--- config.mk ---
export PLATFORM = sky130hd
export DESIGN_NAME = pss_scan_supervisor
export DESIGN_NICKNAME = d
export VERILOG_FILES = /design/src/pss_pkg.sv /design/src/pss_scan_supervisor.sv
export VERILOG_INCLUDE_DIRS = /design/src /design/src/src
export SDC_FILE = /design/constraint.sdc
export NUM_CORES = 1
export LEC_CHECK = 0
export BUFFER_PORTS_ARGS = -buffer_cell sky130_fd_sc_hd__buf_2
export CORE_ASPECT_RATIO = 0.6
export CORE_MARGIN = 2
export CORE_UTILIZATION = 66
export CTS_CLUSTER_SIZE = 14
export DETAILED_ROUTE_END_ITERATION = 16
export PLACE_DENSITY_LB_ADDON = 0.3
export SLEW_MARGIN = 20
export SYNTH_ARGS = -nofsm -noshare
export SYNTH_HDL_FRONTEND = slang
export SYNTH_SLANG_ARGS = --single-unit
export TNS_END_PERCENT = 30
--- constraint.sdc ---
create_clock -name clk -period 14.3 [get_ports clk]
set_input_delay 0 -clock clk [delete_from_list [all_inputs] [get_ports clk]]
set_output_delay 0 -clock clk [all_outputs]
set_load 0.05 [all_outputs]
--- src/pss_consts.svh ---
// constants of the scan supervisor: offsets, fields, resets, timing
`ifndef PSS_CONSTS_SVH
`define PSS_CONSTS_SVH
// ---------------------------------------------------------------
// register byte offsets
// ---------------------------------------------------------------
`define PSS_OFS_CTRL      8'h00
`define PSS_OFS_DETECT    8'h04
`define PSS_OFS_CONST     8'h08
`define PSS_OFS_WDOG      8'h0C
`define PSS_OFS_TBASE     8'h10
`define PSS_OFS_STATUS    8'h14
`define PSS_OFS_LOGIDX    8'h18
`define PSS_OFS_LOGDATA   8'h1C
// ---------------------------------------------------------------
// control and status field positions
// ---------------------------------------------------------------
`define PSS_CTRL_CLEAR    0
`define PSS_CTRL_HOLD     1
`define PSS_CTRL_PTEN     2
`define PSS_CTRL_CONST    3
`define PSS_CTRL_CARD     4
`define PSS_CTRL_SEL_LO   8
`define PSS_STAT_WDOG     2
// ---------------------------------------------------------------
// reset values and limits
// ---------------------------------------------------------------
`define PSS_DETECT_RST    8'h14
`define PSS_DETECT_MIN    8'h14
`define PSS_DETECT_MAX    8'hC8
`define PSS_CONST_RST     15'h0001
`define PSS_CONST_MIN     15'h0001
`define PSS_CONST_MAX     15'h7530
`define PSS_WDOG_RST      15'h00C8
`define PSS_WDOG_MIN      15'h000A
`define PSS_WDOG_MAX      15'h7530
`define PSS_TBASE_RST     15'h000A
`define PSS_TBASE_MIN     15'h0001
`define PSS_TBASE_MAX     15'h07D0
`define PSS_LOG_DEPTH     20
// ---------------------------------------------------------------
// timing
// ---------------------------------------------------------------
`define PSS_CLK_NS        25
`define PSS_MS_NS         1000000
`define PSS_TENTH_MS      100
`endif

--- src/pss_pkg.sv ---
// types of the scan supervisor
package pss_pkg;
  typedef enum logic [3:0] {
    ST_DETECT = 4'b0001,
    ST_STOP   = 4'b0010,
    ST_SCAN   = 4'b0100,
    ST_WAIT   = 4'b1000
  } pss_state_t;

  typedef struct packed {
    logic [2:0] sel;
    logic       card;
    logic       cscan;
    logic       pt_en;
    logic       hold;
    logic       clear;
  } pss_ctrl_t;

  typedef struct packed {
    logic [14:0] const_ms;
    logic [14:0] wdog_ms;
    logic [14:0] tbase_ms;
    logic [7:0]  detect_t;
  } pss_times_t;
endpackage

--- src/pss_scan_supervisor.sv ---
// scan supervisor: run/stop, scan pacing, watchdog, error log, axi4-lite slave
//
// Our own choices: the register addresses and the AXI4-Lite slave port.
`timescale 1ns/100ps
`include "pss_consts.svh"
module pss_scan_supervisor #(
  parameter int MS_CYCLES = `PSS_MS_NS / `PSS_CLK_NS,
  parameter int NPTS      = 8,
  parameter int CODE_W    = 16
) (
  input  wire logic              clk,
  input  wire logic              rst,
  input  wire logic              mode_sw,
  input  wire logic [NPTS-1:0]   in_pts,
  input  wire logic              scan_done,
  input  wire logic              err_valid,
  input  wire logic [CODE_W-1:0] err_code,
  input  wire logic              card_ready,
  output logic                   err_ready,
  output logic                   card_valid,
  output logic [CODE_W-1:0]      card_data,
  output logic                   run,
  output logic                   io_ready,
  output logic                   scan_start,
  output logic                   clear_nonlatched,
  output logic                   outputs_off,
  output logic                   wdog_err,
  output logic                   periodic_interrupt_zero,
  input  wire logic [7:0]        s_axi_awaddr,
  input  wire logic              s_axi_awvalid,
  output logic                   s_axi_awready,
  input  wire logic [31:0]       s_axi_wdata,
  input  wire logic [3:0]        s_axi_wstrb,
  input  wire logic              s_axi_wvalid,
  output logic                   s_axi_wready,
  output logic [1:0]             s_axi_bresp,
  output logic                   s_axi_bvalid,
  input  wire logic              s_axi_bready,
  input  wire logic [7:0]        s_axi_araddr,
  input  wire logic              s_axi_arvalid,
  output logic                   s_axi_arready,
  output logic [31:0]            s_axi_rdata,
  output logic [1:0]             s_axi_rresp,
  output logic                   s_axi_rvalid,
  input  wire logic              s_axi_rready
);
  localparam int LD = `PSS_LOG_DEPTH;
  // ---------------------------------------------------------------
  // pin synchronisers
  // ---------------------------------------------------------------
  logic [NPTS:0] s1_ff, s2_ff, s3_ff, pin_ff, pins_raw;
  // top bit is the mode switch, so no select ever runs past in_pts
  assign pins_raw = {mode_sw, in_pts};
  for (genvar i = 0; i <= NPTS; i++) begin : g_sync
    // change accepted once second and third stages agree
    always_ff @(posedge clk or posedge rst) begin
      if (rst) begin
        s1_ff[i]  <= 1'b0;
        s2_ff[i]  <= 1'b0;
        s3_ff[i]  <= 1'b0;
        pin_ff[i] <= 1'b0;
      end else begin
        s1_ff[i] <= pins_raw[i];
        s2_ff[i] <= s1_ff[i];
        s3_ff[i] <= s2_ff[i];
        if (s2_ff[i] == s3_ff[i]) pin_ff[i] <= s3_ff[i];
      end
    end
  end
  // ---------------------------------------------------------------
  // register bus
  // ---------------------------------------------------------------
  pss_pkg::pss_ctrl_t  ctrl_ff, nxt_ctrl;
  pss_pkg::pss_times_t tm_ff, nxt_tm;
  logic        aw_ff, nxt_aw, w_ff, nxt_w, bv_ff, nxt_bv, rv_ff, nxt_rv;
  logic        awr_ff, nxt_awr, wr_ff, nxt_wr, arr_ff, nxt_arr;
  logic [7:0]  awa_ff, nxt_awa;
  logic [31:0] wd_ff, nxt_wd, rd_ff, nxt_rd;
  logic [1:0]  br_ff, nxt_br, rr_ff, nxt_rr;
  logic [4:0]  lidx_ff, nxt_lidx;
  logic        wdog_clr;
  logic [CODE_W-1:0] log_mem [LD];
  logic [4:0]  cnt_ff, wp_ff;

  function automatic logic [14:0] clamp15(logic [31:0] v, logic [14:0] lo, logic [14:0] hi);
    if (v < 32'(lo)) return lo;
    if (v > 32'(hi)) return hi;
    return v[14:0];
  endfunction

  always_comb begin
    nxt_aw = aw_ff; nxt_w = w_ff; nxt_awa = awa_ff; nxt_wd = wd_ff;
    nxt_bv = bv_ff; nxt_br = br_ff; nxt_rv = rv_ff; nxt_rr = rr_ff; nxt_rd = rd_ff;
    nxt_ctrl = ctrl_ff; nxt_tm = tm_ff; nxt_lidx = lidx_ff; wdog_clr = 1'b0;
    if (s_axi_awvalid && !aw_ff) begin
      nxt_aw = 1'b1;
      nxt_awa = s_axi_awaddr;
    end
    if (s_axi_wvalid && !w_ff) begin
      nxt_w = 1'b1;
      nxt_wd = s_axi_wdata;
    end
    if (s_axi_bvalid && s_axi_bready) nxt_bv = 1'b0;
    if (aw_ff && w_ff && !bv_ff) begin
      nxt_aw = 1'b0; nxt_w = 1'b0; nxt_bv = 1'b1; nxt_br = 2'h0;
      // byte strobes ignored: every field is written whole
      unique case (awa_ff)
        `PSS_OFS_CTRL: nxt_ctrl = pss_pkg::pss_ctrl_t'({wd_ff[`PSS_CTRL_SEL_LO+:3], wd_ff[4:0]});
        `PSS_OFS_DETECT: nxt_tm.detect_t = 8'(clamp15(wd_ff, 15'(`PSS_DETECT_MIN),
                                                   15'(`PSS_DETECT_MAX)));
        `PSS_OFS_CONST: nxt_tm.const_ms = clamp15(wd_ff, `PSS_CONST_MIN, `PSS_CONST_MAX);
        `PSS_OFS_WDOG:  nxt_tm.wdog_ms  = clamp15(wd_ff, `PSS_WDOG_MIN, `PSS_WDOG_MAX);
        `PSS_OFS_TBASE: nxt_tm.tbase_ms = clamp15(wd_ff, `PSS_TBASE_MIN, `PSS_TBASE_MAX);
        `PSS_OFS_STATUS: wdog_clr = wd_ff[`PSS_STAT_WDOG];
        `PSS_OFS_LOGIDX: nxt_lidx = (wd_ff < 32'(LD)) ? wd_ff[4:0] : 5'h00;
        default: nxt_br = 2'h2;
      endcase
    end
    if (s_axi_rvalid && s_axi_rready) nxt_rv = 1'b0;
    if (s_axi_arvalid && !rv_ff) begin
      nxt_rv = 1'b1; nxt_rr = 2'h0; nxt_rd = 32'h0000_0000;
      unique case (s_axi_araddr)
        `PSS_OFS_CTRL:    nxt_rd = {21'h0, ctrl_ff.sel, 3'h0, ctrl_ff[4:0]};
        `PSS_OFS_DETECT:  nxt_rd = {24'h0, tm_ff.detect_t};
        `PSS_OFS_CONST:   nxt_rd = {17'h0, tm_ff.const_ms};
        `PSS_OFS_WDOG:    nxt_rd = {17'h0, tm_ff.wdog_ms};
        `PSS_OFS_TBASE:   nxt_rd = {17'h0, tm_ff.tbase_ms};
        `PSS_OFS_STATUS:  nxt_rd = {19'h0, cnt_ff, 5'h0, wdog_err, io_ready, run};
        `PSS_OFS_LOGIDX:  nxt_rd = {27'h0, lidx_ff};
        `PSS_OFS_LOGDATA: nxt_rd = 32'(log_mem[lidx_ff]);
        default:          nxt_rr = 2'h2;
      endcase
    end
    // readies kept in flops of their own so the bus sees no gate
    nxt_awr = !nxt_aw;
    nxt_wr  = !nxt_w;
    nxt_arr = !nxt_rv;
  end

  always_ff @(posedge clk or posedge rst) begin
    if (rst) begin
      aw_ff <= 1'b0; w_ff <= 1'b0; bv_ff <= 1'b0; rv_ff <= 1'b0;
      awa_ff <= 8'h00; wd_ff <= 32'h0000_0000; rd_ff <= 32'h0000_0000;
      br_ff <= 2'h0; rr_ff <= 2'h0; lidx_ff <= 5'h00;
      awr_ff <= 1'b1;
      wr_ff <= 1'b1;
      arr_ff <= 1'b1;
      ctrl_ff <= pss_pkg::pss_ctrl_t'(8'h01);
      tm_ff <= {`PSS_CONST_RST, `PSS_WDOG_RST, `PSS_TBASE_RST, `PSS_DETECT_RST};
    end else begin
      aw_ff <= nxt_aw; w_ff <= nxt_w; bv_ff <= nxt_bv; rv_ff <= nxt_rv;
      awa_ff <= nxt_awa; wd_ff <= nxt_wd; rd_ff <= nxt_rd;
      br_ff <= nxt_br; rr_ff <= nxt_rr; lidx_ff <= nxt_lidx;
      awr_ff <= nxt_awr;
      wr_ff <= nxt_wr;
      arr_ff <= nxt_arr;
      ctrl_ff <= nxt_ctrl; tm_ff <= nxt_tm;
    end
  end
  assign s_axi_awready = awr_ff;
  assign s_axi_wready  = wr_ff;
  assign s_axi_bvalid  = bv_ff;
  assign s_axi_bresp   = br_ff;
  assign s_axi_arready = arr_ff;
  assign s_axi_rvalid  = rv_ff;
  assign s_axi_rdata   = rd_ff;
  assign s_axi_rresp   = rr_ff;
  // ---------------------------------------------------------------
  // run/stop and scan pacing
  // ---------------------------------------------------------------
  pss_pkg::pss_state_t st_ff, nxt_st;
  logic [15:0] fpre_ff, nxt_fpre, spre_ff, nxt_spre;
  logic [14:0] tb_ff, nxt_tb, el_ff, nxt_el;
  logic [6:0]  tms_ff, nxt_tms;
  logic [7:0]  det_ff, nxt_det;
  logic run_ff, nxt_run, rdy_ff, nxt_rdy, ss_ff, nxt_ss, clr_ff, nxt_clr;
  logic off_ff, nxt_off, wd_err_ff, nxt_wd_err, pi_ff, nxt_pi;
  logic ftick, stick, run_cmd;

  always_comb begin
    ftick = (fpre_ff == 16'(MS_CYCLES - 1));
    stick = (spre_ff == 16'(MS_CYCLES - 1));
    nxt_fpre = ftick ? 16'h0000 : fpre_ff + 16'h0001;
    nxt_spre = stick ? 16'h0000 : spre_ff + 16'h0001;
    nxt_pi = 1'b0; nxt_tb = tb_ff;
    if (ftick) begin
      nxt_tb = tb_ff + 15'h0001;
      if (nxt_tb >= tm_ff.tbase_ms) begin
        nxt_tb = 15'h0000;
        nxt_pi = 1'b1;
      end
    end
    nxt_tms = tms_ff; nxt_det = det_ff; nxt_rdy = rdy_ff;
    if (ftick && !rdy_ff) begin
      nxt_tms = tms_ff + 7'h01;
      if (nxt_tms == 7'(`PSS_TENTH_MS)) begin
        nxt_tms = 7'h00;
        nxt_det = det_ff + 8'h01;
        if (nxt_det >= tm_ff.detect_t) nxt_rdy = 1'b1;
      end
    end
    run_cmd = pin_ff[NPTS] && (!ctrl_ff.pt_en || pin_ff[ctrl_ff.sel]);
    nxt_run = run_cmd && rdy_ff;
    nxt_clr = run_ff && !nxt_run && ctrl_ff.clear;
    nxt_off = (run_ff != nxt_run) && !ctrl_ff.hold;
    nxt_el = (stick && el_ff != 15'h7FFF) ? el_ff + 15'h0001 : el_ff;
    nxt_ss = 1'b0; nxt_st = st_ff;
    nxt_wd_err = wd_err_ff && !wdog_clr;
    unique case (st_ff)
      pss_pkg::ST_DETECT: if (rdy_ff) nxt_st = pss_pkg::ST_STOP;
      pss_pkg::ST_STOP:   if (run_ff) nxt_st = pss_pkg::ST_WAIT;
      pss_pkg::ST_SCAN: begin
        // overrun flags error; set beats clear
        if (el_ff >= tm_ff.wdog_ms && stick) nxt_wd_err = 1'b1;
        if (scan_done) nxt_st = pss_pkg::ST_WAIT;
      end
      pss_pkg::ST_WAIT: ;
    endcase
    // hold off until minimum; no wait once it has passed
    // no scan is started in the cycle the run command drops
    if (nxt_st == pss_pkg::ST_WAIT && run_ff && nxt_run &&
        (!ctrl_ff.cscan || st_ff == pss_pkg::ST_STOP || el_ff >= tm_ff.const_ms)) begin
      nxt_st = pss_pkg::ST_SCAN;
      nxt_ss = 1'b1;
    end
    if (!run_ff && st_ff != pss_pkg::ST_DETECT) nxt_st = pss_pkg::ST_STOP;
    if (nxt_ss) begin
      nxt_el = 15'h0000;
      nxt_spre = 16'h0000;
    end
  end

  always_ff @(posedge clk or posedge rst) begin
    if (rst) begin
      st_ff <= pss_pkg::ST_DETECT; fpre_ff <= 16'h0000; spre_ff <= 16'h0000;
      tb_ff <= 15'h0000; el_ff <= 15'h0000; tms_ff <= 7'h00; det_ff <= 8'h00;
      run_ff <= 1'b0; rdy_ff <= 1'b0; ss_ff <= 1'b0; clr_ff <= 1'b0;
      off_ff <= 1'b0; wd_err_ff <= 1'b0; pi_ff <= 1'b0;
    end else begin
      st_ff <= nxt_st; fpre_ff <= nxt_fpre; spre_ff <= nxt_spre;
      tb_ff <= nxt_tb; el_ff <= nxt_el; tms_ff <= nxt_tms; det_ff <= nxt_det;
      run_ff <= nxt_run; rdy_ff <= nxt_rdy; ss_ff <= nxt_ss; clr_ff <= nxt_clr;
      off_ff <= nxt_off; wd_err_ff <= nxt_wd_err; pi_ff <= nxt_pi;
    end
  end
  assign run = run_ff;
  assign io_ready = rdy_ff;
  assign scan_start = ss_ff;
  assign clear_nonlatched = clr_ff;
  assign outputs_off = off_ff;
  assign wdog_err = wd_err_ff;
  assign periodic_interrupt_zero = pi_ff;
  // ---------------------------------------------------------------
  // error log
  // ---------------------------------------------------------------
  logic [4:0] nxt_cnt, nxt_wp;
  logic [CODE_W-1:0] pend_ff, nxt_pend, cd_ff, nxt_cd;
  logic cv_ff, nxt_cv, er_ff, nxt_er, wr_en;
  logic [CODE_W-1:0] wr_dat;

  always_comb begin
    nxt_cnt = cnt_ff; nxt_wp = wp_ff; nxt_pend = pend_ff; nxt_cd = cd_ff;
    nxt_cv = cv_ff; nxt_er = er_ff; wr_en = 1'b0; wr_dat = err_code;
    if (err_valid && er_ff) begin
      if (cnt_ff == 5'(LD) && ctrl_ff.card) begin
        // oldest to card first; log stalls meanwhile
        nxt_pend = err_code; nxt_cd = log_mem[wp_ff];
        nxt_cv = 1'b1; nxt_er = 1'b0;
      end else begin
        wr_en = 1'b1;
      end
    end
    if (cv_ff && card_ready) begin
      nxt_cv = 1'b0; nxt_er = 1'b1; wr_en = 1'b1; wr_dat = pend_ff;
    end
    if (wr_en) begin
      nxt_wp = (wp_ff == 5'(LD - 1)) ? 5'h00 : wp_ff + 5'h01;
      if (cnt_ff != 5'(LD)) nxt_cnt = cnt_ff + 5'h01;
    end
  end

  always_ff @(posedge clk) begin
    if (wr_en) log_mem[wp_ff] <= wr_dat;
  end
  always_ff @(posedge clk or posedge rst) begin
    if (rst) begin
      cnt_ff <= 5'h00; wp_ff <= 5'h00; pend_ff <= '0; cd_ff <= '0;
      cv_ff <= 1'b0; er_ff <= 1'b1;
    end else begin
      cnt_ff <= nxt_cnt; wp_ff <= nxt_wp; pend_ff <= nxt_pend; cd_ff <= nxt_cd;
      cv_ff <= nxt_cv; er_ff <= nxt_er;
    end
  end
  assign err_ready = er_ff;
  assign card_valid = cv_ff;
  assign card_data = cd_ff;
endmodule // pss_scan_supervisor

# [Word level (Yosys, flattened, before mapping)]
# Memory sizes are Yosys's and may differ from the RTL's. A register that Yosys moved wholly into a read port is not among the register bits.
# Index checks and enable logic that the tools add are counted.
# W data, S select, Z words.
[op_classes] n_addsub=8 order_cmp=11 n_eq_ne=35 mux=88 n_reduce_logical=59
[op_table] cell="$mux W15" count=14
[op_table] cell="$pmux W16 S8" count=1
[op_table] cell="$mux W16" count=4
[op_table] cell="$eq A8 B5 Y1 const B" count=7
[op_table] cell="$mux W1" count=53
[op_table] cell="$ge A15 B15 Y1" count=3
[op_table] cell="$add A16 B1 Y16 const B" count=2
[op_table] cell="$eq A16 B16 Y1 const B" count=2
[op_table] cell="$eq A8 B4 Y1 const B" count=4
[op_table] cell="$gt A32 B11 Y1 const B" count=1
[op_table] cell="$gt A32 B15 Y1 const B" count=1
[op_table] cell="$gt A32 B8 Y1 const B" count=1
[op_table] cell="$lt A32 B1 Y1 const B" count=1
[op_table] cell="$lt A32 B4 Y1 const B" count=1
[op_table] cell="$lt A32 B5 Y1 const B" count=1
[op_table] cell="$mux W8" count=4
[op_table] cell="$add A15 B1 Y15 const B" count=2
[op_table] cell="$logic_and A1 B1 Y1" count=23
[op_table] cell="$mux W4" count=5
[op_table] cell="$reduce_and A2 Y1" count=10
[op_table] cell="$eq A8 B3 Y1 const B" count=2
[op_table] cell="$logic_not A8 Y1" count=2
[op_table] cell="$ne A15 B15 Y1 const B" count=1
[op_table] cell="$logic_not A1 Y1" count=14
[op_table] cell="other kinds (25)" count=42
[word_totals] regBits=301 ramBits=320 inputBits=87 output_inout_bits=66 elab_cells=280 mem_count=1
[memory_table] memory="log_mem" depth=20 word_bits=16 rd=2 rd_clocked_by_memory_dff=1 wr=1 line="pss_scan_supervisor.sv:82" text="logic [CODE_W-1:0] log_mem [LD];"

# [Longest topological paths before layout]
[depth] word_depth=9 depth_mapped=14

# [Least setup slack after synthesis]
# OpenSTA, ideal clock, no wires.
[synth_path] path_kind="register to register" startpoint="reg tb_ff[0]" endpoint="reg tb_ff[5]" setup_time_ps=121 t_arrival_ps=2776 slack_ps=11403 stages_incl_launch_ff=15 n_path_buf=1 synth_period_minus_slack_ps=2897 cell_sequence="dfrtp_1 -> ha_1 -> and3_1 -> and3_1 -> and3_1 -> xnor2_1 -> inv_1 -> ha_1 -> nand2_1 -> nor2_1 -> nand2_1 -> o21ai_1 -> clkbuf_1 -> o21ai_0 -> a22o_1"
[synth_via] elab_chain_cells=3
[synth_lines] item="from (decl)" line="pss_scan_supervisor.sv:173" text="logic [14:0] tb_ff, nxt_tb, el_ff, nxt_el;"
[synth_lines] item="from (signal assigned)" line="pss_scan_supervisor.sv:241" text="tb_ff <= nxt_tb; el_ff <= nxt_el; tms_ff <= nxt_tms; det_ff <= nxt_det;"
[synth_lines] item="$add A15 B1 Y15 *" line="pss_scan_supervisor.sv:187" text="nxt_tb = tb_ff + 15'h0001;"
[synth_lines] item="$ge A15 B15 Y1" line="pss_scan_supervisor.sv:188" text="if (nxt_tb >= tm_ff.tbase_ms) begin"
[synth_lines] item="$mux W15 *" line="pss_scan_supervisor.sv:188"
# Every way passes the cells marked *; elsewhere a longest branch is shown, timed or not.
# A chain may end at the register's enable or synchronous reset.

==> Implementation_results.wiki <==
{| class="wikitable"
! Metric !! Value
|-
| Tightest hold margin || 40.2 ps
|-
| Count of filler cells inserted in the layout || 2527
|-
| Number of detailed-routing iterations run before antenna repair || 6
|-
| Routed wire length per instance || 27.6 um
|-
| DP Cell Count || between 2000 and 3000
|-
| Clock period minus worst slack || 3520 ps
|-
| Capturing element type of the critical path || flop
|-
| Data required time at the worst endpoint || 14750 ps
|-
| Post-cts gate resize count || 0
|-
| Highest cell delay on the worst timing path || 1020 ps
|-
| Post-synth top area share || roughly a third
|-
| Post-synth cell types || 76
|-
| Worst path slowest cell || sky130_fd_sc_hd__dfrtp_4
|-
| Fraction of layout instances using a drive strength above 1 || 25.1%
|-
| Maximum fanout along the worst path || 46
|-
| Setup slack of the critical path after layout || 10780 ps
|-
| GPL Wtd Cong || 0.974
|-
| GRT Total Usage || 34.9%
|-
| DRT Wirelength || 79800 um
|-
| CTS Root Cell || sky130_fd_sc_hd__clkbuf_16
|-
| First-pass GRT wire length || 121000 um
|-
| CTS buffer count || 56
|-
| Fin area || 33300 um^2
|-
| Share of synthesized registers carrying an async set or reset || 48.3%
|-
| Cell taking the most area after synthesis || sky130_fd_sc_hd__edfxtp_1
|-
| Standard cell core area || 43600 um^2
|-
| Area overhead of the layout relative to synthesis || 13.2%
|-
| Power per standard cell area || ~130 nW/um^2
|-
| Number of antenna violations at the first check in global routing || 1
|-
| TritonCTS clock tree || done
|-
| Cells taking the most area after synthesis || sky130_fd_sc_hd__edfxtp_1, sky130_fd_sc_hd__dfrtp_1, sky130_fd_sc_hd__mux4_2
|-
| Number of violations reported at the end of detailed-routing iteration 0 || 2961
|-
| Clk_lat worst skew || about 610 ps
|-
| Initial Util || 67.4%
|-
| Post-CTS Repair Setup Buffers || 0
|-
| CP Cell Sequence || buf_4 -> mux4_2 -> mux2_2 -> a222oi_1 -> o21ai_0
|-
| Worst slack at placement || 10760 ps
|-
| Highest Clock Rate || 0.284 GHz
|-
| Final core occ || 76.4%
|-
| Setup crit start kind || flop
|-
| Input/output buffers || 130
|-
| Die span in y || 168 um
|-
| Largest net degree at the start of global routing || between 90 and 100
|-
| Most common cell after layout, fill and taps aside || sky130_fd_sc_hd__edfxtp_1
|-
| Die W || 277 um
|-
| Leakage power of the design || 12.7 nW
|-
| Register clock-pin slew on the reported worst setup and hold paths || roughly 70 ps
|-
| Max Slew Vio Count || 0
|-
| Post-route DRC || 0
|-
| Post-detailed-placement half-perimeter wirelength || 52300 um
|-
| Sequential share of the synthesized area || 58.2%
|-
| Classification of the worst setup path || flop to flop
|-
| Outcome || completed
|-
| Least-Margin Pin Slew || around 1000 ps
|-
| Power, Total || 4.31 mW
|-
| Number of nets in the final layout || 2417
|-
| Number of synthesized flops with an enable pin || 320
|-
| Vias/cell || approximately 6.8
|-
| Max capacitance violation total || 0
|-
| Number of vias after detailed routing || 19800
|-
| Headroom to the max-slew limit || 32.0%
|-
| Number of nets with antenna violations after detailed routing || 0
|-
| Leftover overflow at the end of global routing || 0
|-
| Dpl cell area || slightly above 30000 um^2
|-
| Sinks on the clock net || 619
|-
| Maximum clock skew at final layout || 24.8 ps
|-
| Worst IR drop on VDD || 114 uV
|-
| Final non-filler cell total || 2891
|-
| Total of warnings raised by yosys || 0
|-
| Total number of placement rows || 59
|-
| Number of buffers on the longest clock path || 3
|-
| Syn avg cell area || 14.2 um^2
|-
| Vias in the first global route || 19700
|-
| Netlist Area Pre-Place || 29400 um^2
|-
| Level count of the clock H-tree || 2
|-
| Most used cells in the layout excluding fill and tap cells || sky130_fd_sc_hd__edfxtp_1, sky130_fd_sc_hd__dfrtp_1, sky130_fd_sc_hd__mux4_2
|-
| Die Outline Area || 46300 um^2
|-
| RSZ-0062 raised after global routing || no
|-
| Sum of negative setup slack || 0 ps
|-
| Top-level I/O count || about 150
|-
| Syn Inst Count || 2076
|-
| Count of endpoints failing setup in the final report || 0
|-
| Most used flip-flop cell after synthesis || sky130_fd_sc_hd__edfxtp_1
|-
| Number of flip-flops and latches in the synthesized netlist || 619
|-
| CP Data Arrival Time || 3970 ps
|-
| Fraction of the cycle the final worst path needs || 24.6%
|-
| Path type of the worst min-delay path || primary input to flop
|-
| Final count of hold timing violations || 0
|-
| Count of inserted antenna diode cells || 0
|}
==> final timing paths <==
path	startpoint	end	slack (ps)	cells past startpoint
max in group asynchronous	rst	wp_ff[1]	12700	4
worst min-delay path	mode_sw	s1_ff[8]	40	2
min in group asynchronous	rst	el_ff[12]	70	3
worst max register to register	wp_ff[0]	card_data[3]	10780	5
worst min register to register	s1_ff[2]	s2_ff[2]	350	0
worst max-delay path	wp_ff[0]	card_data[3]	10780	5
==> timing repair <==
action	in CTS	in global routing
setup endpoints to repair	0	0
hold buffers	75	0
endpoints found under the hold margin	186	0
==> registers in the layout, indices dropped and copies added (netlist names), 15 cells and up <==
name	flops
tm_ff	53
wd_ff	32
s_axi_rdata	16
tb_ff	15
card_data	16
el_ff	15
fpre_ff	16
spre_ff	16
log_mem	320
pend_ff	16
==> cell families (layout without fill, tap and decap cells) <==
family                   after synthesis  after routing  synth area share [%]
XOR/XNOR                              75             75                  2.23
other                                  1             18                0.0127
multiplexers                         306            306                  18.3
AND/OR/NAND/NOR                      484            484                  8.12
AO/OA/AOI/OAI                        301            301                  6.86
buffers and inverters                215            434                  3.25
adder cells (fa/ha/maj)               75             75                  3.11
flip-flops                           619            619                  58.2
==> cell type report <==
cell class,instances,area [um^2],area share [%]
Clock inverter,21,337,1.01
Tap cell,579,724,2.17
Timing Repair Buffer,242,1680,5.05
Clock buffer,85,1620,4.87
Sequential cell,619,17100,51.4
Inverter,86,330,0.991
Multi-Input combinational cell,1259,11500,34.5
==> report_power, final <==
group          internal (mW)  switching, mW  total (mW)  leakage, nW
sequential              2.00          0.205        2.21         6.66
clock                  0.946          0.671        1.62        0.962
combinational          0.204          0.283       0.487         5.09
==> routing by layer <==
layer	GRT usage [%]	vias to the layer above	part of all wire (%)
met5	1.23	-	0.12
met4	11.4	4	3.4
met3	8.80	198	13
met2	52.0	1352	45
met1	51.3	9940	39
li1	-	8271	-
==> worst max-delay path, delay by kind of cell, from the launching register on <==
family                 cells  cell delay (ps)
muxes                      2              880
buffers and inverters      1              780
DFF                        1             1020
AOI/OAI and AO/OA          2              680
==> Yosys cell counts (all sizes together), types with 5 or more instances <==
cell	number
a211oi	11
a21o	16
a21oi	54
a221oi	10
a222oi	6
a22o	30
a22oi	10
a31oi	11
a32o	6
and2	9
and3	22
buf	66
clkbuf	63
dfrtp	285
dfstp	14
edfxtp	320
ha	66
inv	86
maj3	9
mux2	95
mux2i	36
mux4	175
nand2	141
nand2b	16
nand3	52
nand4	21
nor2	118
nor2b	18
nor3	39
nor4	21
o21ai	100
o31ai	7
or3	5
xnor2	49
xor2	26
No activity file was read; power rests on OpenSTA's default activity.
